File: src/include/tmsb_pkg.sv
package tmsb_pkg;
  localparam logic [4:0] ADDR_HI_BITS = 5'h0b;
  localparam logic [6:0] ARA_ADDR = 7'h0c;
  localparam logic [7:0] PTR_RESET = 8'h00;
  localparam logic [7:0] REG_RESET = 8'h00;
  localparam int NUM_REGS = 16;
  localparam logic [7:0] OFFSET_REG_BASE = 8'h04;
  localparam logic [7:0] OVERTEMP_OUTPUT_LIMIT_BASE = 8'h06;
  localparam logic [7:0] FAN_START_REG = 8'h08;
  localparam logic [7:0] FAN_SPAN_REG = 8'h09;
  localparam logic [7:0] TEMP_LOC_REG = 8'h0a;
  localparam logic [7:0] TEMP_REM_REG = 8'h0b;
  localparam logic [7:0] FAN_DUTY_REG = 8'h0c;
  localparam logic [7:0] ALERT_MASK_REG = 8'h0d;
  localparam logic [1:0] STRAP_GND = 2'h0;
  localparam logic [1:0] STRAP_VCC = 2'h1;
  localparam logic [1:0] STRAP_OPEN = 2'h2;
  localparam logic [1:0] LOW_BITS_GND = 2'h0;
  localparam logic [1:0] LOW_BITS_VCC = 2'h1;
  localparam logic [1:0] LOW_BITS_OPEN = 2'h2;
  localparam logic [3:0] BIT_COUNT_BYTE = 4'h8;
  localparam logic [15:0] MON_PERIOD = 16'h03e8;

  typedef struct packed {
    logic [7:0] loc;
    logic [7:0] rem;
  } tmsb_temps_t;

  typedef struct packed {
    logic overtemp;
    logic fan_on;
    logic [7:0] fan_duty;
    logic alert_n;
  } tmsb_status_t;
endpackage : tmsb_pkg

File: src/logic/tmsb_pin_sync.sv
`timescale 1ns/1ps
module tmsb_pin_sync (
  input wire logic CLK,
  input wire logic RST,
  input wire logic [3:0] d,
  output logic [3:0] q
);
  logic [3:0] meta_r;
  // Bus pins idle high in reset; strap bits keep flowing so capture sees the pad
  always_ff @(posedge CLK) begin
    if (RST) begin
      meta_r <= {2'h3, d[1:0]};
      q <= {2'h3, meta_r[1:0]};
    end else begin
      meta_r <= d;
      q <= meta_r;
    end
  end
endmodule : tmsb_pin_sync

File: src/logic/tmsb_smbus_slave.sv
`timescale 1ns/1ps
module tmsb_smbus_slave
  import tmsb_pkg::*;
(
  input wire logic CLK,
  input wire logic RST,
  input wire logic SCL_IN,
  input wire logic SDA_IN,
  output logic SDA_OUT,
  output logic SDA_OE,
  input wire logic [1:0] STRAP_STATE,
  input wire tmsb_pkg::tmsb_temps_t TEMPS_IN,
  output tmsb_pkg::tmsb_status_t STATUS,
  output logic [7:0] ADDR_POINTER
);
  import tmsb_pkg::*;

  typedef enum logic [6:0] {
    ST_IDLE = 7'b0000001,
    ST_ADDR = 7'b0000010,
    ST_AACK = 7'b0000100,
    ST_WBYTE = 7'b0001000,
    ST_WACK = 7'b0010000,
    ST_RBYTE = 7'b0100000,
    ST_RACK = 7'b1000000
  } tmsb_state_t;

  tmsb_state_t state_r;
  logic [3:0] sync_q;
  logic scl_r, sda_r, scl_d_r, sda_d_r;
  logic scl_rise, scl_fall, start_ev, stop_ev;
  logic [1:0] strap_low_r;
  logic strap_done_r;
  logic [6:0] own_addr;
  logic [7:0] shift_r;
  logic [3:0] bit_cnt_r;
  logic rw_r, ara_r;
  logic [1:0] wcount_r;
  logic [7:0] tx_r;
  logic [7:0] regs_r [NUM_REGS];
  logic [7:0] ptr_r;
  logic alert_r, served_r, fault_r;
  logic [15:0] mon_cnt_r;
  logic mon_tick;
  logic sda_oe_r, arb_lost_r;
  tmsb_status_t status_r;

  function automatic logic [7:0] add_offset(input logic [7:0] t, input logic [4:0] off);
    logic [8:0] s;
    s = {t[7], t} + {{4{off[4]}}, off};
    add_offset = s[7:0];
  endfunction : add_offset

  function automatic logic ge_signed(input logic [7:0] a, input logic [7:0] b);
    ge_signed = $signed(a) >= $signed(b);
  endfunction : ge_signed

  function automatic logic [7:0] reg_read(input logic [7:0] p);
    reg_read = (p < 8'(NUM_REGS)) ? regs_r[p[3:0]] : 8'h00;
  endfunction : reg_read

  tmsb_pin_sync u_sync (
    .CLK(CLK),
    .RST(RST),
    .d({SCL_IN, SDA_IN, STRAP_STATE}),
    .q(sync_q)
  );

  always_ff @(posedge CLK) begin
    if (RST) begin
      scl_r <= 1'b1;
      sda_r <= 1'b1;
      scl_d_r <= 1'b1;
      sda_d_r <= 1'b1;
    end else begin
      scl_r <= sync_q[3];
      sda_r <= sync_q[2];
      scl_d_r <= scl_r;
      sda_d_r <= sda_r;
    end
  end

  assign scl_rise = scl_r & ~scl_d_r;
  assign scl_fall = ~scl_r & scl_d_r;
  assign start_ev = scl_r & scl_d_r & sda_d_r & ~sda_r;
  assign stop_ev = scl_r & scl_d_r & ~sda_d_r & sda_r;

  // Strap caught once after each reset release; held until the next reset
  always_ff @(posedge CLK) begin
    if (RST) begin
      strap_done_r <= 1'b0;
      strap_low_r <= LOW_BITS_OPEN;
    end else if (!strap_done_r) begin
      strap_done_r <= 1'b1;
      if (sync_q[1:0] == STRAP_GND) begin
        strap_low_r <= LOW_BITS_GND;
      end else if (sync_q[1:0] == STRAP_VCC) begin
        strap_low_r <= LOW_BITS_VCC;
      end else begin
        strap_low_r <= LOW_BITS_OPEN;
      end
    end
  end

  assign own_addr = {ADDR_HI_BITS, strap_low_r};

  always_ff @(posedge CLK) begin
    if (RST) begin
      state_r <= ST_IDLE;
      shift_r <= 8'h00;
      bit_cnt_r <= 4'h0;
      rw_r <= 1'b0;
      ara_r <= 1'b0;
      wcount_r <= 2'h0;
    end else if (start_ev) begin
      state_r <= ST_ADDR;
      bit_cnt_r <= 4'h0;
      wcount_r <= 2'h0;
    end else if (stop_ev) begin
      state_r <= ST_IDLE;
    end else begin
      case (state_r)
        ST_ADDR: begin
          if (scl_rise) begin
            shift_r <= {shift_r[6:0], sda_r};
            bit_cnt_r <= bit_cnt_r + 4'h1;
          end else if (scl_fall && bit_cnt_r == BIT_COUNT_BYTE) begin
            bit_cnt_r <= 4'h0;
            rw_r <= shift_r[0];
            ara_r <= (shift_r[7:1] == ARA_ADDR) && shift_r[0] && alert_r;
            if (shift_r[7:1] == own_addr
                || ((shift_r[7:1] == ARA_ADDR) && shift_r[0] && alert_r)) begin
              state_r <= ST_AACK;
            end else begin
              state_r <= ST_IDLE;
            end
          end
        end
        ST_AACK: begin
          if (scl_fall) begin
            state_r <= rw_r ? ST_RBYTE : ST_WBYTE;
          end
        end
        ST_WBYTE: begin
          if (scl_rise) begin
            shift_r <= {shift_r[6:0], sda_r};
            bit_cnt_r <= bit_cnt_r + 4'h1;
          end else if (scl_fall && bit_cnt_r == BIT_COUNT_BYTE) begin
            bit_cnt_r <= 4'h0;
            // Third and later bytes are not acknowledged
            if (wcount_r < 2'h2) begin
              state_r <= ST_WACK;
              wcount_r <= wcount_r + 2'h1;
            end else begin
              state_r <= ST_IDLE;
            end
          end
        end
        ST_WACK: begin
          if (scl_fall) begin
            state_r <= ST_WBYTE;
          end
        end
        ST_RBYTE: begin
          if (scl_fall) begin
            bit_cnt_r <= bit_cnt_r + 4'h1;
            if (bit_cnt_r == BIT_COUNT_BYTE - 4'h1) begin
              state_r <= ST_RACK;
              bit_cnt_r <= 4'h0;
            end
          end
        end
        ST_RACK: begin
          if (scl_fall) begin
            state_r <= ST_IDLE;
          end
        end
        default: state_r <= ST_IDLE;
      endcase
    end
  end

  // Pointer and register writes on the ack-entry edge of the first two written bytes
  always_ff @(posedge CLK) begin
    if (RST) begin
      ptr_r <= PTR_RESET;
      for (int i = 0; i < NUM_REGS; i++) begin
        regs_r[i] <= REG_RESET;
      end
    end else begin
      if (state_r == ST_WBYTE && scl_fall && bit_cnt_r == BIT_COUNT_BYTE && !stop_ev
          && !start_ev) begin
        if (wcount_r == 2'h0) begin
          ptr_r <= shift_r;
        end else if (wcount_r == 2'h1 && ptr_r < 8'(NUM_REGS)
                     && ptr_r != TEMP_LOC_REG && ptr_r != TEMP_REM_REG) begin
          regs_r[ptr_r[3:0]] <= shift_r;
        end
      end
      if (mon_tick) begin
        regs_r[TEMP_LOC_REG[3:0]] <= add_offset(TEMPS_IN.loc, regs_r[OFFSET_REG_BASE[3:0]][4:0]);
        regs_r[TEMP_REM_REG[3:0]] <= add_offset(TEMPS_IN.rem,
                                                regs_r[OFFSET_REG_BASE[3:0] + 4'h1][4:0]);
      end
    end
  end

  // Read data loaded at ack end, shifted on each low phase
  always_ff @(posedge CLK) begin
    if (RST) begin
      tx_r <= 8'h00;
    end else if (state_r == ST_AACK && scl_fall && rw_r) begin
      tx_r <= ara_r ? {own_addr, 1'b0} : reg_read(ptr_r);
    end else if (state_r == ST_RBYTE && scl_fall) begin
      tx_r <= {tx_r[6:0], 1'b0};
    end
  end

  // Open-drain: drive low only for ack and for zero data bits
  always_ff @(posedge CLK) begin
    if (RST) begin
      sda_oe_r <= 1'b0;
    end else if (start_ev || stop_ev) begin
      sda_oe_r <= 1'b0;
    end else if (scl_fall) begin
      if (state_r == ST_ADDR && bit_cnt_r == BIT_COUNT_BYTE) begin
        sda_oe_r <= (shift_r[7:1] == own_addr)
                    || ((shift_r[7:1] == ARA_ADDR) && shift_r[0] && alert_r);
      end else if (state_r == ST_WBYTE && bit_cnt_r == BIT_COUNT_BYTE) begin
        sda_oe_r <= (wcount_r < 2'h2);
      end else if (state_r == ST_AACK && rw_r) begin
        sda_oe_r <= ara_r ? ~own_addr[6] : (reg_read(ptr_r) < 8'h80);
      end else if (state_r == ST_RBYTE && bit_cnt_r != BIT_COUNT_BYTE - 4'h1) begin
        sda_oe_r <= ~tx_r[6] && !arb_lost_r;
      end else begin
        sda_oe_r <= 1'b0;
      end
    end
  end

  always_ff @(posedge CLK) begin
    if (RST || start_ev) begin
      arb_lost_r <= 1'b0;
    end else if (state_r == ST_RBYTE && ara_r && scl_rise && !sda_oe_r && !sda_r) begin
      arb_lost_r <= 1'b1;
    end
  end
  // Drive pin only low, the enable carries each bit; losing address bit yields to lower address
  assign SDA_OUT = 1'b0;
  assign SDA_OE = sda_oe_r;

  // Monitor tick divides the clock down to the comparison rate
  always_ff @(posedge CLK) begin
    if (RST) begin
      mon_cnt_r <= 16'h0000;
    end else if (mon_cnt_r == MON_PERIOD - 16'h0001) begin
      mon_cnt_r <= 16'h0000;
    end else begin
      mon_cnt_r <= mon_cnt_r + 16'h0001;
    end
  end
  assign mon_tick = (mon_cnt_r == MON_PERIOD - 16'h0001);

  always_ff @(posedge CLK) begin
    if (RST) begin
      fault_r <= 1'b0;
    end else if (mon_tick) begin
      fault_r <= ge_signed(regs_r[TEMP_LOC_REG[3:0]], regs_r[OVERTEMP_OUTPUT_LIMIT_BASE[3:0]])
                 || ge_signed(regs_r[TEMP_REM_REG[3:0]],
                              regs_r[OVERTEMP_OUTPUT_LIMIT_BASE[3:0] + 4'h1]);
    end
  end

  // Alert cleared by a finished response; set wins on a new monitor tick
  always_ff @(posedge CLK) begin
    if (RST) begin
      alert_r <= 1'b0;
      served_r <= 1'b0;
    end else begin
      served_r <= ara_r && state_r == ST_RACK && scl_fall && !arb_lost_r;
      if (mon_tick && fault_r && regs_r[ALERT_MASK_REG[3:0]][0] == 1'b0) begin
        alert_r <= 1'b1;
      end else if (served_r) begin
        alert_r <= 1'b0;
      end
    end
  end

  always_ff @(posedge CLK) begin
    if (RST) begin
      status_r <= '{overtemp: 1'b0, fan_on: 1'b0, fan_duty: 8'h00, alert_n: 1'b1};
    end else begin
      status_r.overtemp <= fault_r;
      status_r.alert_n <= ~alert_r;
      status_r.fan_on <= ge_signed(regs_r[TEMP_REM_REG[3:0]], regs_r[FAN_START_REG[3:0]]);
      if (!ge_signed(regs_r[TEMP_REM_REG[3:0]], regs_r[FAN_START_REG[3:0]])) begin
        status_r.fan_duty <= 8'h00;
      end else if (ge_signed(regs_r[TEMP_REM_REG[3:0]],
                             8'(regs_r[FAN_START_REG[3:0]] + regs_r[FAN_SPAN_REG[3:0]]))) begin
        status_r.fan_duty <= 8'hff;
      end else begin
        status_r.fan_duty <= regs_r[FAN_DUTY_REG[3:0]];
      end
    end
  end

  assign STATUS = status_r;
  assign ADDR_POINTER = ptr_r;

  AST_ACK_ON_MATCH: assert property (@(posedge CLK) disable iff (RST)
    (state_r == ST_ADDR && scl_fall && bit_cnt_r == BIT_COUNT_BYTE && !start_ev && !stop_ev
     && shift_r[7:1] == own_addr) |=> sda_oe_r && state_r == ST_AACK)
    else $error("No acknowledge on own address");
  AST_NO_ACK_OTHER: assert property (@(posedge CLK) disable iff (RST)
    (state_r == ST_ADDR && scl_fall && bit_cnt_r == BIT_COUNT_BYTE && !start_ev && !stop_ev
     && shift_r[7:1] != own_addr && shift_r[7:1] != ARA_ADDR) |=> state_r == ST_IDLE && !sda_oe_r)
    else $error("Acknowledged a foreign address");
  AST_PTR_LOAD: assert property (@(posedge CLK) disable iff (RST)
    (state_r == ST_WBYTE && scl_fall && bit_cnt_r == BIT_COUNT_BYTE && wcount_r == 2'h0
     && !start_ev && !stop_ev) |=> ptr_r == $past(shift_r))
    else $error("Pointer not loaded by first byte");
  AST_PTR_HOLD: assert property (@(posedge CLK) disable iff (RST)
    (state_r != ST_WBYTE) |=> $stable(ptr_r))
    else $error("Pointer changed outside a write");
  AST_STRAP_HOLD: assert property (@(posedge CLK) disable iff (RST)
    strap_done_r |=> $stable(strap_low_r) && strap_done_r)
    else $error("Strap bits changed after capture");
  AST_ADDR_HI: assert property (@(posedge CLK) disable iff (RST)
    (state_r == ST_AACK && !ara_r) |-> shift_r[7:3] == ADDR_HI_BITS)
    else $error("Own address malformed");
  AST_STOP_IDLE: assert property (@(posedge CLK) disable iff (RST)
    stop_ev && !start_ev |=> state_r == ST_IDLE && !sda_oe_r)
    else $error("Stop did not return to idle");
  AST_OVERTEMP: assert property (@(posedge CLK) disable iff (RST)
    fault_r |=> STATUS.overtemp)
    else $error("Overtemp output missing");
  AST_ALERT_CLEAR: assert property (@(posedge CLK) disable iff (RST)
    served_r && !(mon_tick && fault_r) |=> !alert_r)
    else $error("Alert not cleared after response");
  AST_ARB_YIELD: assert property (@(posedge CLK) disable iff (RST)
    arb_lost_r |-> !sda_oe_r)
    else $error("Kept driving after losing arbitration");
endmodule : tmsb_smbus_slave

File: config.mk
export PLATFORM = sky130hd
export DESIGN_NAME = tmsb_smbus_slave
export DESIGN_NICKNAME = d
export VERILOG_FILES = /design/src/include/tmsb_pkg.sv /design/src/logic/tmsb_pin_sync.sv /design/src/logic/tmsb_smbus_slave.sv
export SDC_FILE = /design/constraint.sdc
export NUM_CORES = 1
export LEC_CHECK = 0
export ABC_AREA = 0
export BUFFER_PORTS_ARGS = -buffer_cell sky130_fd_sc_hd__clkbuf_2
export CORE_ASPECT_RATIO = 0.6
export CORE_MARGIN = 2
export CORE_UTILIZATION = 39
export DETAILED_ROUTE_END_ITERATION = 6
export GPL_TIMING_DRIVEN = 0
export SKIP_LAST_GASP = 1
export SLEW_MARGIN = 0
export SYNTH_ARGS = -nofsm -noshare
export SYNTH_HDL_FRONTEND = slang
export SYNTH_SLANG_ARGS = --single-unit
File: constraint.sdc
create_clock -name CLK -period 2.5 [get_ports CLK]
set_input_delay 0.125 -clock CLK [delete_from_list [all_inputs] [get_ports CLK]]
set_output_delay 0.125 -clock CLK [all_outputs]
set_load 0.01 [all_outputs]
* Yosys cells after proc, flatten, opt, wreduce, memory -nomap -nowiden
Memory sizes are Yosys's and may differ from the RTL's. A register that Yosys moved wholly into a read port is not among the register bits.
Cells that the tools add are included.
W data, S select, Z words.
** Word-level totals
- Flip-flop bits (word level) :: 85
- Bits in writable memories :: 128
- Input bits :: 22
- Output and inout port bits :: 21
- Memories :: 1
** Memories
- regs_r :: words 16, bits a word 8, rd ports 11, clocked after Yosys merged registers in 1, wr ports 16, line tmsb_smbus_slave.sv:40 : logic [7:0] regs_r [NUM_REGS];
** Cells by class
- Add/sub/neg operators :: 6
- Magnitude comparators :: 7
- Equality and inequality tests :: 35
- Multiplexer cells :: 52
- Bitwise logic cells :: 20
- Reduce and logical (&&, ||, !) cells :: 55
** Operator list (count)
- $mux W7 :: 12
- $pmux W7 S6 :: 1
- $mux W8 :: 5
- $ne A4 B4 Y1 const B :: 9
- $ge A8 B8 Y1 :: 4
- $mux W4 :: 7
- $logic_and A1 B1 Y1 :: 27
- $mux W1 :: 19
- $ne A2 B2 Y1 const B :: 9
- $reduce_and A9 Y1 :: 2
- $add A16 B1 Y16 const B :: 1
- $add A8 B5 Y8 :: 2
- $eq A16 B10 Y1 const B :: 1
- $ne A8 B4 Y1 const B :: 2
- $eq A7 B4 Y1 const B :: 2
- $not A1 Y1 :: 11
- $reduce_and A5 Y1 :: 2
- $reduce_or A2 Y1 :: 5
- $add A8 B8 Y8 :: 1
- $lt A8 B5 Y1 const B :: 1
- $lt A8 B8 Y1 const B :: 1
- $mux W2 :: 4
- $pmux W4 S2 :: 1
- $reduce_and A4 Y1 :: 2
- other kinds (26) :: 44

* Longest topological paths before layout
- Depth in word-level cells :: 11
- Depth in mapped cells :: 11
- Mapped depth without buffers :: 11

* Modules after synthesis
From an unflattened synthesis, not the netlist that was laid out.
** Unflattened totals
- Cell total of the unflattened synthesis :: 948
- Area total of the unflattened synthesis :: 11088.1 µm²
** Modules (own cells, without submodules)
- tmsb_smbus_slave :: times used 1, cells an instance 936, area an instance 10903.0 µm²
- tmsb_pin_sync :: times used 1, cells an instance 12, area an instance 185.2 µm²

* Worst setup path after synthesis
OpenSTA, ideal clock, no wires.
- Path type :: flip-flop to flip-flop
- From :: memory regs_r[9][1]
- To :: register status_r (netlist bit STATUS[7])
- Setup time :: 0.150 ns
- Data arrival time :: 2.516 ns
- Data required time :: 2.350 ns
- Path slack :: -0.167 ns
- Cell stages (with the launch flop) :: 11
- Path buffers :: 1
- Clock period less this slack :: 2.667 ns
- Cells stage by stage :: edfxtp_1 -> ha_1 -> a21o_1 -> a21oi_1 -> o21ai_0 -> o41ai_1 -> xnor2_1 -> ha_1 -> clkbuf_1 -> nor4b_1 -> a211oi_1
** RTL lines
- from (decl) :: line tmsb_smbus_slave.sv:40
- to (signal assigned) :: line tmsb_smbus_slave.sv:291 : status_r <= '{overtemp: 1'b0, fan_on: 1'b0, fan_duty: 8'h00, alert_n: 1'b1};
- to (decl) :: line tmsb_smbus_slave.sv:46 : tmsb_status_t status_r;

==> qor.txt <==
RR Startpoint = regs_r[9][0]$_SDFFCE_PN0P_
Hold Vio Cnt, Final = 0
Mean post-synth cell area = 11.4 um^2
Placer congestion estimate = 0.923
H-tree depth = 1
Clock skew = 13.6 ps
Final min period = 2590 ps
HP Class = primary input to flop
Num ports = 43
Crit path max fanout = 8
Area Overhead vs Synth = 19.6%
Commonest non-fill, non-tap cells in the layout = edfxtp_1, and2_1, nor2_1, dfxtp_1, ha_1
Hold path start = TEMPS_IN[8]
Most common cell after layout, fill and taps aside = edfxtp_1
Worst setup path class = flop to flop
Final TNS setup = -750 ps
CP peak stage delay = 410 ps
CP Launch Point = regs_r[9][0]$_SDFFCE_PN0P_
Number of synthesized flops with an enable pin = 128
Die area = 0.0301 mm^2
Starting Density = 40.1%
Final Util = 47.9%
Final period utilization = 104%
FF+latch count, synth = 217
Vias per cell = 5.52
Worst-path clk slew = 70 ps
Final worst slack = -93.3 ps
Die X = 222 um
Initial antenna violation count = 1
Post-Syn Area = 0.0112 mm^2
GRT Util Overall = 21.4%
CP startpoint kind = flop
Leak Pwr = 4.93 nW
Fmax = 386 MHz
Area after DPL = 0.0119 mm^2
Yosys warning count = 0
DP HPWL = 23,400 um
WL final = 31,300 um
Worst slew pin tran = 1130 ps
Share of cells above drive strength 1 = 22.5%
N_diodes = 0
Post-route cell area = 0.0134 mm^2
Total CTS buffers = 22
Vias in the first global route = 7,622
Most frequent CP cell = a21oi_2
Mapped Cells = 978
Remaining global-route overflow = 0
Clock Tree Buf Depth = 3
Crit end category = flop
Asr flop ratio synth = 0%
Total Power = 8.38 mW
Iter 0 DRT Violations = 844
Seq/Total Area, Yosys = 50.4%
PortBufs = 40
Buf/Inv on CP = 1
Num rows = 47
Hold Path Stages = 3
CORE AREA = 0.0279 mm^2
Total clock sinks = 217
Drt drc = 0
RSZ-0062 raised after global routing = true
Pre-CTS WS = -1030 ps
Worst skew pair latency = 520 ps
Post-synthesis cell type count = 62
Final #Nets = 1,154
First-pass GRT wire length = 47,900 um
Pin count of the biggest net entering global routing = 23
Top delay family on crit path = compound AO/OA/AOI/OAI gates
Max_slew headroom = 24.8%
Crit-path slowest cell = edfxtp_1
Final ANT Viol Nets = 0
R2R cell count = 11
PwrDens = 627 mW/mm^2
Critical path data arrival time = 2960 ps
CP Cell Sequence = ha_2 > fa_2 > a21o_1 > a21oi_2 > o21bai_1 > a21oi_2 > xor2_2 > ha_4 > o211ai_1 > buf_4 > a211oi_2
Max Slew Vio Count = 0
CTS Root Cell = clkbuf_16
Critical path depth = 11
Via count = 8,016
# setup viols final = 9
Status = complete, but fails checks
Syn nets = 1,061
DRT Pass-1 Iters = 6
Main synth FF type = edfxtp_1
Max VDD drop = 0.371 mV
Violated checks = negative setup slack
Worst EP required = 2870 ps
DR WL/cell = 21.5 um
CTS tree = done
Maxcap violations = 0
Die Y = 135 um
report_power, final:
group | switching [mW] | internal [mW]
Combinational | 0.439 | 0.390
Sequential | 0.112 | 3.92
Clock | 1.44 | 2.08
flip-flops by register name, summed over array words and instances, names as in the netlist, 2 cells and up, named ones only:
name / flops
ADDR_POINTER: 8
STATUS: 11
bit_cnt_r: 4
mon_cnt_r: 16
regs_r: 128
shift_r: 8
state_r: 7
strap_low_r: 2
tx_r: 7
u_sync.meta_r: 4
u_sync.q: 4
wcount_r: 2
metal layers:
| metal | wire length, um | GRT usage, % | vias to the layer above | share of wire (%) |
|---|---|---|---|---|
| li1 | - | - | 3736 | - |
| met1 | 15300 | 33.7 | 3919 | 49 |
| met2 | 12000 | 28.1 | 319 | 38 |
| met3 | 3580 | 7.11 | 42 | 11 |
| met4 | 418 | 3.91 | 0 | 1.3 |
| met5 | 0 | 0 | - | 0 |
through the flow:
step	hold slack, ps	cells
2_1_floorplan	153	978
3_3_place_gp	230	1385
3_5_place_dp	230	1385
4_1_cts	19.3	1443
5_1_grt	43.2	1453
6_report	34.0	1453
cell usage after synthesis (9+ instances only):
cell type	n	area share, %
edfxtp_1	128	34
and2_1	121	6.8
nor2_1	106	3.6
dfxtp_1	89	16
ha_1	58	6.5
inv_1	37	1.2
mux4_2	37	7.5
clkbuf_1	36	1.2
nand2_1	36	1.2
a21oi_1	32	1.4
mux2i_1	25	2.2
nand3_1	23	1.0
xnor2_1	21	1.6
xor2_1	21	1.6
o21ai_0	18	0.81
or2_2	17	0.95
nor3_1	13	0.58
a211oi_1	11	0.74
nor4b_1	11	0.86
a21o_1	9	0.60
nand2b_1	9	0.50
nor3b_1	9	0.60
repair_timing:
item	4_1_cts	5_1_grt
gates cloned	0	0
hold endpoints to repair	4	0
buffers inserted	21	13
endpoints found under the setup margin	256	226
hold buffers	4	0
gates resized for setup	62	41
pin swaps	18	16
area by class of cell:
class / count / area (um^2)
Fill cell: 2496 / 14500
Tap cell: 367 / 459
Sequential cell: 217 / 5640
Buffer: 36 / 190
Inverter: 37 / 139
Clock inverter: 12 / 138
Timing Repair Buffer: 78 / 524
Clock buffer: 27 / 622
Multi-Input combinational cell: 679 / 5650
kinds of logic after synthesis:
| kind of cell | share of synthesized area (%) |
|---|---|
| buffers and inverters | 2.87 |
| adder cells (fa/ha/maj) | 7.03 |
| flip-flops | 50.4 |
| AND/OR/NAND/NOR | 19.9 |
| other | 0.0336 |
| multiplexers | 9.90 |
| XOR/XNOR | 3.29 |
| AO/OA/AOI/OAI | 6.56 |
worst paths after layout:
kind         slack (ps)                       to
max reg2reg         -90     STATUS[5]$_SDFF_PP0_
max                 -90     STATUS[5]$_SDFF_PP0_
min                  30  regs_r[10][0]$_DFFE_PP_
min reg2reg         330      u_sync.q[0]$_DFF_P_
tightest hold or removal path: cells and delay by family:
| kind | cells | cell delay (ps) |
|---|---|---|
| adders and majority gates | 1 | 130 |
| and+or+nand+nor | 1 | 110 |
| buffers and inverters | 1 | 80 |
(Power assumes the default switching activity.)
